### src/include/atpc_pkg.sv
// Shared constants and carriers for the audio transceiver pin control.
// Assumes a single system clock domain; every pin input is asynchronous.
package atpc_pkg;

  // Receiver error sources, one bit each
  typedef struct packed {
    logic subcode_crc_err;
    logic chan_status_crc_err;
    logic unlock;
    logic validity;
    logic conf;
    logic biphase;
    logic parity;
  } atpc_rx_err_t;

  // Interrupt pin configuration
  typedef struct packed {
    logic activeHigh;
    logic openDrain;
  } atpc_int_cfg_t;

  // Asynchronous pin inputs, index into the synchroniser bank
  localparam int unsigned SY_CS = 0;
  localparam int unsigned SY_AD1 = 1;
  localparam int unsigned SY_EMPHASIS_FLAG_OUT = 2;
  localparam int unsigned SY_HWSW = 3;
  localparam int unsigned SY_SYSTEM_CLK_IN = 4;
  localparam int unsigned SY_TX_BLOCK_START = 5;
  localparam int unsigned SY_USER = 6;
  localparam int unsigned SY_OUT_WORD_CLK = 7;
  localparam int unsigned SY_IN_WORD_CLK = 8;
  localparam int unsigned SY_RCK256 = 9;
  localparam int unsigned SY_RCK128 = 10;
  localparam int unsigned SY_NUM = 11;

  // Sub-frames in one channel status block (192 frames of two)
  localparam logic [8:0] CS_BLOCK_LAST = 9'h17F;
  localparam logic [8:0] CS_BLOCK_FIRST = 9'h000;

  // Least block-start input width, in system clock edges
  localparam logic [1:0] TX_BLOCK_START_MIN_EDGES = 2'h3;

  // Ratio window: 64 recovered clock edges gives 6 fraction bits
  localparam logic [6:0] RATIO_WINDOW = 7'h40;
  localparam logic [7:0] RATIO_MAX = 8'hFF;

  // Interrupt sequencer, Gray coded from IDLE to READ; READ back to IDLE flips both bits
  typedef enum logic [1:0] {
    INT_IDLE = 2'b00,
    INT_ACTIVE = 2'b01,
    INT_READ = 2'b11
  } atpc_int_st_t;

endpackage : atpc_pkg

### src/core/atpc_pin_ctrl.sv
// Pin-level control and status logic of the audio transceiver.
// Assumes the control-port engine, receiver and transmitter sit on sys_clk.
//
// What this block does
// - Chip-select falling edge selects SPI; otherwise the control port is I2C.
// - I2C address bit 2 from emphasis strap, bits 0 and 1 from pins.
// - Emphasis pin low for 50/15 emphasis, high otherwise.
// - Reset initialises all state but the pin synchronisers and holds the low-power condition.
// - Both line driver outputs are low throughout reset.
// - Recovered master clock is 256x by default, 128x when selected.
// - With PLL bypass and system-clock mode off the master clock pin is an input fed 256Fs.
// - Error pin updates once per sub-frame from seven error sources.
// - Each source maskable; pin shows any unmasked error seen at the last sub-frame.
// - Block-start output high during first sub-frame of each block.
// - Block-start input high three clocks restarts block on next sub-frame.
// - Interrupt polarity and push-pull or open-drain drive are configurable.
// - Interrupt drops only after status read and all status bits zero.
// - User pin is an input after reset, sourcing transmitted user bits.
// - User pin as output makes the user-bit manager the transmit source.
// - System-clock mode forwards the system clock input to master clock pin.
// - Recovered 256x clock is the reference for the clock ratio measurement.
// - Hardware/software strap selects control port or dedicated pins.
// - In I2C the serial data line is open drain only.
// - Mask bit one passes an error to register and pin.
// - Pin user bits move on both edges of the relevant word clock; manager user bits pass every clock.
`timescale 1ns/1ps
`default_nettype none

module atpc_pin_ctrl
  import atpc_pkg::*;
(
  input wire logic sys_clk,
  input wire logic srst,
  input wire logic [SY_NUM-1:0] pinAsync,
  input wire logic ctrlDataBit,
  input wire logic pllBypassSel,
  input wire logic rmck128Sel,
  input wire logic sysClkModeEn,
  input wire logic rxEmph5015,
  input wire logic rxSubframe,
  input wire atpc_rx_err_t rxErr,
  input wire atpc_rx_err_t errMask,
  input wire logic txSubframe,
  input wire logic txBiphase,
  input wire logic tcblIsOutput,
  input wire logic userPinDir,
  input wire logic rxUserBit,
  input wire logic mgrUserBit,
  input wire atpc_int_cfg_t intCfg,
  input wire logic intEvent,
  input wire logic intStatusRead,
  input wire logic intStatusAny,
  output logic ctrlSpiMode,
  output logic ctrlPortEn,
  output logic [2:0] i2cAddr,
  output logic ctrlSerialOut,
  output logic ctrlSerialOe,
  output logic emphasisFlagOut,
  output logic emphasisFlagOe,
  output logic lowPower,
  output logic lineDrvPos,
  output logic lineDrvNeg,
  output logic recoveredMasterClk,
  output logic recoveredMasterClkOe,
  output logic rxErrorOut,
  output atpc_rx_err_t rxErrMasked,
  output logic txBlockStartOut,
  output logic txBlockStartOe,
  output logic userPinOut,
  output logic userPinOe,
  output logic txUserBit,
  output logic intOut,
  output logic intOe,
  output logic [7:0] clkRatio
);

  logic [SY_NUM-1:0] syncA_q;
  logic [SY_NUM-1:0] syncB_q;
  logic [SY_NUM-1:0] syncPrev_q;
  logic strapDone_q;
  logic [8:0] subIdx_q;
  logic [1:0] tcblCnt_q;
  logic restartPend_q;
  logic [6:0] rckCnt_q;
  logic [7:0] omckCnt_q;
  atpc_int_st_t intSt_q;
  logic intLevel;
  logic omckRise;
  logic rckRise;
  logic olrckEdge;
  logic ilrckEdge;

  // First stage feeds only the second stage
  genvar gi;
  generate
    for (gi = 0; gi < SY_NUM; gi++)
    begin : g_sync
      always_ff @(posedge sys_clk)
      begin
        syncA_q[gi] <= pinAsync[gi];
        syncB_q[gi] <= syncA_q[gi];
        syncPrev_q[gi] <= syncB_q[gi];
      end
    end
  endgenerate

  assign omckRise = syncB_q[SY_SYSTEM_CLK_IN] & ~syncPrev_q[SY_SYSTEM_CLK_IN];
  assign rckRise = syncB_q[SY_RCK256] & ~syncPrev_q[SY_RCK256];
  assign olrckEdge = syncB_q[SY_OUT_WORD_CLK] ^ syncPrev_q[SY_OUT_WORD_CLK];
  assign ilrckEdge = syncB_q[SY_IN_WORD_CLK] ^ syncPrev_q[SY_IN_WORD_CLK];

  // Control port protocol; sticky so a later chip-select cannot flip it back
  always_ff @(posedge sys_clk)
  begin
    if (srst)
      ctrlSpiMode <= 1'b0;
    else if (syncPrev_q[SY_CS] & ~syncB_q[SY_CS])
      ctrlSpiMode <= 1'b1;
  end

  // Straps caught once after reset release, while emphasis is not yet driven
  always_ff @(posedge sys_clk)
  begin
    if (srst)
    begin
      strapDone_q <= 1'b0;
      i2cAddr <= 3'h0;
      ctrlPortEn <= 1'b0;
    end
    else
    begin
      if (!strapDone_q)
      begin
        strapDone_q <= 1'b1;
        i2cAddr[2] <= syncB_q[SY_EMPHASIS_FLAG_OUT];
        ctrlPortEn <= ~syncB_q[SY_HWSW];
      end
      i2cAddr[1] <= syncB_q[SY_AD1];
      i2cAddr[0] <= syncB_q[SY_CS];
    end
  end

  // Serial data: push-pull in SPI, open drain in I2C
  always_ff @(posedge sys_clk)
  begin
    if (srst)
    begin
      ctrlSerialOut <= 1'b0;
      ctrlSerialOe <= 1'b0;
    end
    else if (ctrlSpiMode)
    begin
      ctrlSerialOut <= ctrlDataBit;
      ctrlSerialOe <= ~syncB_q[SY_CS];
    end
    else
    begin
      ctrlSerialOut <= 1'b0;
      ctrlSerialOe <= ~ctrlDataBit;
    end
  end

  // Emphasis pin stays released until the strap has been taken
  always_ff @(posedge sys_clk)
  begin
    if (srst)
    begin
      emphasisFlagOut <= 1'b1;
      emphasisFlagOe <= 1'b0;
    end
    else
    begin
      emphasisFlagOut <= ~rxEmph5015;
      emphasisFlagOe <= strapDone_q;
    end
  end

  // Line drivers and low-power indication
  always_ff @(posedge sys_clk)
  begin
    if (srst)
    begin
      lineDrvPos <= 1'b0;
      lineDrvNeg <= 1'b0;
      lowPower <= 1'b1;
    end
    else
    begin
      lineDrvPos <= txBiphase;
      lineDrvNeg <= ~txBiphase;
      lowPower <= 1'b0;
    end
  end

  // Master clock pin; only a sampled image of the clocks is routed here
  always_ff @(posedge sys_clk)
  begin
    if (srst)
    begin
      recoveredMasterClk <= 1'b0;
      recoveredMasterClkOe <= 1'b0;
    end
    else
    begin
      if (sysClkModeEn)
        recoveredMasterClk <= syncB_q[SY_SYSTEM_CLK_IN];
      else if (rmck128Sel)
        recoveredMasterClk <= syncB_q[SY_RCK128];
      else
        recoveredMasterClk <= syncB_q[SY_RCK256];
      recoveredMasterClkOe <= ~pllBypassSel | sysClkModeEn;
    end
  end

  // Ratio: system clock rises counted over 64 recovered clock rises
  always_ff @(posedge sys_clk)
  begin
    if (srst)
    begin
      rckCnt_q <= 7'h00;
      omckCnt_q <= 8'h00;
      clkRatio <= 8'h00;
    end
    else
    begin
      if (rckRise)
        rckCnt_q <= (rckCnt_q == RATIO_WINDOW - 7'h01) ? 7'h00
                    : rckCnt_q + 7'h01;
      if (rckRise && rckCnt_q == RATIO_WINDOW - 7'h01)
      begin
        clkRatio <= omckCnt_q;
        omckCnt_q <= {7'h00, omckRise};
      end
      else if (omckRise && omckCnt_q != RATIO_MAX)
        omckCnt_q <= omckCnt_q + 8'h01;
    end
  end

  // Error pin: refreshed at each received sub-frame
  always_ff @(posedge sys_clk)
  begin
    if (srst)
    begin
      rxErrorOut <= 1'b0;
      rxErrMasked <= '0;
    end
    else if (rxSubframe)
    begin
      rxErrMasked <= rxErr & errMask;
      rxErrorOut <= |(rxErr & errMask);
    end
  end

  // Block-start request: a pulse shorter than three edges is ignored
  always_ff @(posedge sys_clk)
  begin
    if (srst)
    begin
      tcblCnt_q <= 2'h0;
      restartPend_q <= 1'b0;
    end
    else
    begin
      if (tcblIsOutput || !syncB_q[SY_TX_BLOCK_START])
        tcblCnt_q <= 2'h0;
      else if (tcblCnt_q != TX_BLOCK_START_MIN_EDGES)
        tcblCnt_q <= tcblCnt_q + 2'h1;
      if (!tcblIsOutput && syncB_q[SY_TX_BLOCK_START]
          && tcblCnt_q == TX_BLOCK_START_MIN_EDGES - 2'h1)
        restartPend_q <= 1'b1;
      else if (txSubframe)
        restartPend_q <= 1'b0;
    end
  end

  // Sub-frame index in the transmitted block; first after reset starts one
  always_ff @(posedge sys_clk)
  begin
    if (srst)
      subIdx_q <= CS_BLOCK_LAST;
    else if (txSubframe)
    begin
      if (restartPend_q || subIdx_q == CS_BLOCK_LAST)
        subIdx_q <= CS_BLOCK_FIRST;
      else
        subIdx_q <= subIdx_q + 9'h001;
    end
  end

  always_ff @(posedge sys_clk)
  begin
    if (srst)
    begin
      txBlockStartOut <= 1'b0;
      txBlockStartOe <= 1'b0;
    end
    else
    begin
      txBlockStartOut <= (subIdx_q == CS_BLOCK_FIRST);
      txBlockStartOe <= tcblIsOutput;
    end
  end

  // User pin and transmitted user bit source
  always_ff @(posedge sys_clk)
  begin
    if (srst)
    begin
      userPinOe <= 1'b0;
      userPinOut <= 1'b0;
      txUserBit <= 1'b0;
    end
    else
    begin
      userPinOe <= userPinDir;
      if (userPinDir)
      begin
        if (ilrckEdge)
          userPinOut <= rxUserBit;
        txUserBit <= mgrUserBit;
      end
      else if (olrckEdge)
        txUserBit <= syncB_q[SY_USER];
    end
  end

  // Interrupt: a new event after the status read re-arms the wait for a read
  always_ff @(posedge sys_clk)
  begin
    if (srst)
      intSt_q <= INT_IDLE;
    else
    begin
      case (intSt_q)
        INT_IDLE:
          if (intEvent)
            intSt_q <= INT_ACTIVE;
        INT_ACTIVE:
          if (intStatusRead)
            intSt_q <= INT_READ;
        INT_READ:
          if (intEvent)
            intSt_q <= INT_ACTIVE;
          else if (!intStatusAny)
            intSt_q <= INT_IDLE;
        default:
          intSt_q <= INT_IDLE;
      endcase
    end
  end

  assign intLevel = (intSt_q != INT_IDLE) ~^ intCfg.activeHigh;

  always_ff @(posedge sys_clk)
  begin
    if (srst)
    begin
      intOut <= 1'b0;
      intOe <= 1'b0;
    end
    else
    begin
      intOut <= intCfg.openDrain ? 1'b0 : intLevel;
      intOe <= intCfg.openDrain ? ~intLevel : 1'b1;
    end
  end
endmodule : atpc_pin_ctrl

`default_nettype wire

### config.mk
export PLATFORM = sky130hd
export DESIGN_NAME = atpc_pin_ctrl
export DESIGN_NICKNAME = d
export VERILOG_FILES = /design/src/include/atpc_pkg.sv /design/src/core/atpc_pin_ctrl.sv
export SDC_FILE = /design/constraint.sdc
export NUM_CORES = 1
export LEC_CHECK = 0
export BUFFER_PORTS_ARGS = -buffer_cell sky130_fd_sc_hd__buf_2
export CORE_MARGIN = 10
export CORE_UTILIZATION = 25
export CTS_CLUSTER_SIZE = 28
export DETAILED_ROUTE_END_ITERATION = 16
export GPL_TIMING_DRIVEN = 1
export HOLD_SLACK_MARGIN = 0.05
export PLACE_DENSITY = 0.48
export SYNTH_ARGS = -nofsm -noshare
export SYNTH_HDL_FRONTEND = slang
export SYNTH_SLANG_ARGS = --single-unit
export TNS_END_PERCENT = 50
### constraint.sdc
create_clock -name sys_clk -period 2.3 [get_ports sys_clk]
set_input_delay 0.46 -clock sys_clk [delete_from_list [all_inputs] [get_ports sys_clk]]
set_output_delay 0.46 -clock sys_clk [all_outputs]
set_load 0.01 [all_outputs]
# Yosys cells after proc, flatten, opt, wreduce, memory -nomap -nowiden
# Index checks and enable logic that the tools add are counted.
# word_totals
wordCells,136
out_inout_bits,37
register_bits,94
input_bits,44
# op_classes
mux,19
add_sub_neg,4
n_eq_ne,10
bitwise,18
reduce_logical,21
# ops
operator,count
1-bit 2-to-1 mux,12
1-bit NOT,10
"9-bit by 1-bit adder with 9-bit output, second input constant",1
"9-bit equality test, second input constant",1
9-bit zero test,1
9-bit 2-to-1 mux,1
"8-bit by 1-bit adder with 8-bit output, second input constant",1
2-bit 2-to-1 mux,4
"8-bit != test, second input constant",1
2-bit nonzero test,4
2-bit OR reduction,4
"7-bit by 1-bit adder with 7-bit output, second input constant",1
7-bit AND,1
"7-bit by 6-bit equality test with 1-bit output, second input constant",1
7-bit 2-to-1 mux,1
7-bit OR reduction,1
"2-bit != test, second input constant",3
2-bit case mux with 3 select lines,1
"2-bit equality test, second input constant",2
1-bit logical AND,4
1-bit AND,3
"3-bit != test, second input constant",1
3-bit AND reduction,1
"2-bit by 1-bit adder with 2-bit output, second input constant",1
other kinds (8),11

# Depth between registers and ports, before layout
# logic_depth
word_depth,5
depth_mapped,6

# Least setup slack after synthesis
# No wires, ideal clock.
# synth_timing
path_kind,reg-to-reg
startpoint,reg rckCnt_q[0]
endpoint,reg omckCnt_q[4]
period_less_slack_ns,1.647
setup_time_ns,0.059
stages_incl_launch_ff,7
path_slack_ns,0.653
t_arrival_ns,1.587
t_required_ns,2.241
path_cell_list,dfxtp_1 ha_1 and4bb_4 a21o_1 buf_6 or4_1 nand2_1
# synth_between
elab_chain_cells,3
# synth_rtl
element,line_no,source
"start, declared",atpc_pin_ctrl.sv:84,logic [6:0] rckCnt_q;
"start signal, assigned",atpc_pin_ctrl.sv:227,rckCnt_q <= (rckCnt_q == RATIO_WINDOW - 7'h01) ? 7'h00
7-bit by 6-bit equality test with 1-bit output,atpc_pin_ctrl.sv:229,if (rckRise && rckCnt_q == RATIO_WINDOW - 7'h01)
1-bit logical AND,atpc_pin_ctrl.sv:229,
2-bit OR reduction (no source line),--,
"end signal, assigned",atpc_pin_ctrl.sv:232,"omckCnt_q <= {7'h00, omckRise};"
"end signal, assigned",atpc_pin_ctrl.sv:235,omckCnt_q <= omckCnt_q + 8'h01;
"end, declared",atpc_pin_ctrl.sv:85,logic [7:0] omckCnt_q;
# No other way between the ends.
# A chain may end at the register's enable or synchronous reset.

# Worst setup path in the final report
# Same ends and word-level chain as after synthesis.

==> flow_summary.rst <==
.. list-table::
   :header-rows: 1

   * - Metric
     - Value
   * - Run status
     - complete, no violations
   * - Number of buffer cells added on primary ports
     - 80
   * - Vias per cell
     - 4.35
   * - Post-route clock skew
     - 3.85 ps
   * - Average instance area after synthesis
     - 10.0 um2
   * - Total number of yosys warnings
     - 0
   * - Number of max-cap violations
     - 0
   * - Clock buffers created by TritonCTS
     - 9
   * - Average wire per cell in the routed design
     - 12.9 um
   * - Router iterations before antenna repair
     - 6
   * - Root Driver
     - sky130_fd_sc_hd__clkbuf_16
   * - Static leakage power
     - 1.78 nW
   * - Total area of multi-input combinational cells
     - 1290 um2
   * - X dimension of the die
     - 134 um
   * - Post-layout net count
     - 458
   * - PD cells
     - 841 nW/um2
   * - Post-detail-place hpwl
     - 5.58 mm
   * - Effective utilization at floorplan
     - 25.7%
   * - Clock sink total
     - 94
   * - Worst hold path class
     - in -> reg
   * - Vias after detailed routing
     - 2547
   * - Max-Slew Margin vs Limit
     - 64.2%
   * - Startpoint of the worst setup timing path
     - rckCnt_q[0]
   * - Pin slew with the least headroom to its limit
     - 531 ps
   * - Total detailed-routing wirelength
     - 7.56 mm
   * - Global-route usage over all layers
     - 8.38%
   * - WP data required
     - 2590 ps
   * - Number of inserted filler cells in the final layout
     - 1378
   * - Hold Startpoint
     - pinAsync[5]
   * - Kind of start point of the critical path
     - flop
   * - Level count of the clock H-tree
     - 3
   * - Placed cells
     - 569
   * - Number of flops mapped to enable cells by yosys
     - 0
   * - CP max stage delay
     - 530 ps
   * - Total gr overflow
     - 0
   * - CTS tree
     - yes
   * - Post-route DRC violation count
     - 0
   * - Kind of end point of the critical path
     - flop
   * - Top-level port count
     - 81
   * - Number of DRC markers in iteration 0
     - 109
   * - Number of antenna diodes
     - 0
   * - Fraction of final layout cells with drive strength greater than 1
     - 24.2%
   * - Via count of the first global-routing pass
     - 2464
   * - Worst vdd ir
     - 0.310 mV
   * - Global-route wire length before repair
     - 12.0 mm
   * - Worst-case clock buffer depth
     - 2
   * - Place WS
     - 527 ps
   * - Internal reg-to-reg setup slack
     - 500 ps
   * - Routability congestion estimate from global placement
     - 0.789
   * - Instance count of the mapped netlist
     - 326
   * - Buffer count from post-CTS setup fixing
     - 0
   * - Die outline area
     - 18000 um2
   * - Smallest setup slack after layout
     - 501 ps
   * - Final number of max-transition violations
     - 0
   * - Maximum number of pins on one net before global-route repair
     - 23
   * - Seq. cell area
     - 1880 um2
   * - Critical path arrival
     - 2080 ps
   * - Highest clock rate
     - 0.556 GHz
   * - Row Count
     - 41
   * - Cell Chain, Critical Path
     - ha_1 > and4bb_4 > a21o_1 > or4_1 > nand2_1
   * - Clock-pin transition on the worst setup and hold timing paths
     - 60 ps
   * - Initial antenna violation count
     - 0
   * - Hold bufs inserted after CTS
     - 0
   * - Share of the cycle needed by the critical path after routing
     - 78.2%
   * - Die span in y
     - 134 um
   * - Number of synthesized register bits
     - 94
   * - Final std cells w/o fill
     - 585
   * - FFs w/ async S/R, synth
     - 0%
   * - Proportion of synthesized chip area in sequential cells
     - 57.6%
   * - Post-Syn Area
     - 3260 um2
   * - Prevailing post-synth register cell
     - sky130_fd_sc_hd__dfxtp_1
   * - Number of endpoints failing setup at the final stage
     - 0
   * - Clk Latency, worst-skew pair
     - 340 ps
   * - Library cells used by synthesis
     - 49
   * - Slowest library cell on the worst path
     - sky130_fd_sc_hd__or4_1
   * - Tmin final
     - 1800 ps
   * - Area Overhead vs Synth
     - 26.5%
   * - RSZ-0062 raised after global routing
     - false
   * - Highest net fanout along the worst path
     - 11
   * - Net count after synthesis
     - 376
   * - Resized Gates After CTS
     - 0
   * - Core Region
     - 12700 um2
   * - Critical R2R Launch
     - rckCnt_q[0]
   * - Number of nets with antenna violations after routing
     - 0
   * - Critical path class
     - reg -> reg
   * - Final-layout setup total negative slack
     - 0 ps
   * - Hold Vio Cnt, Final
     - 0
[Yosys cell counts, types with 7 or more instances]
cell | instances | area share (%)
sky130_fd_sc_hd__dfxtp_1 | 94 | 58
sky130_fd_sc_hd__a21oi_1 | 30 | 4.6
sky130_fd_sc_hd__nor2_1 | 27 | 3.1
sky130_fd_sc_hd__nand3_1 | 22 | 3.4
sky130_fd_sc_hd__nand2_1 | 21 | 2.4
sky130_fd_sc_hd__inv_1 | 11 | 1.3
sky130_fd_sc_hd__nand2b_1 | 11 | 2.1
sky130_fd_sc_hd__xor2_1 | 9 | 2.4
sky130_fd_sc_hd__o21ai_0 | 8 | 1.2
sky130_fd_sc_hd__nor2b_1 | 7 | 1.3
[cell families after synthesis]
kind of cell	Yosys count	synth area share [%]
compound gates	66	13.0
xor+xnor	11	2.95
fa+ha+maj	6	2.30
buf+inv	23	2.95
flops	94	57.6
mux	5	1.57
simple gates	121	19.6
[per-stage QoR]
stage          power (mW)  util [%]  hold WS (ps)  area, um2
6_report             3.47      32.5           214       4130
5_1_grt              3.65      32.5           192       4130
4_1_cts              3.55      32.5           196       4130
3_5_place_dp         2.09      30.2           313       3850
3_3_place_gp         2.08      30.2           310       3850
2_1_floorplan        1.97         -           310       3260
[layer usage]
layer | global-route usage, % | share of wire, % | up-vias
li1 | - | - | 1318
met1 | 9.40 | 45 | 1160
met2 | 12.9 | 47 | 57
met3 | 4.11 | 6.6 | 12
met4 | 4.23 | 2.2 | 0
met5 | 0 | 0 | -
[cell type report]
class	instances	area share, %
clock buffers	11	5.63
clock inverters	5	1.21
inverters	11	1.00
multi-input cells	209	31.1
flip-flops and latches	94	45.6
well taps	172	5.21
repair buffers	83	10.2
[path summary, 6_finish.rpt]
check	end	cells past startpoint
worst min-delay path	syncA_q[5]	1
worst max register to register	omckCnt_q[4]	5
worst max-delay path	omckCnt_q[4]	5
worst min register to register	syncB_q[2]	0
[critical path, delay by kind of cell (launching register included)]
family / cells / cell delay, ps
adder cells (fa/ha/maj): 1 / 240
AO/OA/AOI/OAI: 1 / 300
AND/OR/NAND/NOR: 3 / 860
flip-flops: 1 / 330
[where the power goes]
| part | leakage [nW] | internal [mW] | switching, mW |
|---|---|---|---|
| clock | 0.143 | 0.835 | 0.590 |
| sequential | 0.777 | 1.71 | 0.0576 |
| combinational | 0.856 | 0.133 | 0.147 |
[registers in the layout, summed over array words and instances (netlist names), 2 cells and up]
signal / cells
rxErrMasked: 7
intSt_q: 2
omckCnt_q: 8
i2cAddr: 3
tcblCnt_q: 2
rckCnt_q: 7
syncB_q: 11
subIdx_q: 9
syncPrev_q: 5
syncA_q: 11
clkRatio: 8
[layout by cell type (no fill, tap or decap), types with 3 or more instances in the layout]
master / instances
sky130_fd_sc_hd__nor2_1: 27
sky130_fd_sc_hd__nor2b_1: 7
sky130_fd_sc_hd__a211oi_1: 5
sky130_fd_sc_hd__o21ai_0: 8
sky130_fd_sc_hd__and4_1: 3
sky130_fd_sc_hd__ha_1: 6
sky130_fd_sc_hd__mux2i_1: 4
sky130_fd_sc_hd__clkbuf_16: 9
sky130_fd_sc_hd__nor3_1: 4
sky130_fd_sc_hd__and3_1: 6
sky130_fd_sc_hd__buf_4: 3
sky130_fd_sc_hd__buf_2: 80
sky130_fd_sc_hd__inv_1: 11
sky130_fd_sc_hd__clkinv_2: 4
sky130_fd_sc_hd__a21oi_1: 30
sky130_fd_sc_hd__nand2_1: 21
sky130_fd_sc_hd__nand2b_1: 11
sky130_fd_sc_hd__nand3_1: 22
sky130_fd_sc_hd__o211ai_1: 4
sky130_fd_sc_hd__dfxtp_1: 94
sky130_fd_sc_hd__nand4_1: 6
sky130_fd_sc_hd__xor2_1: 9
Note: power is estimated with default switching activity, not from simulation.
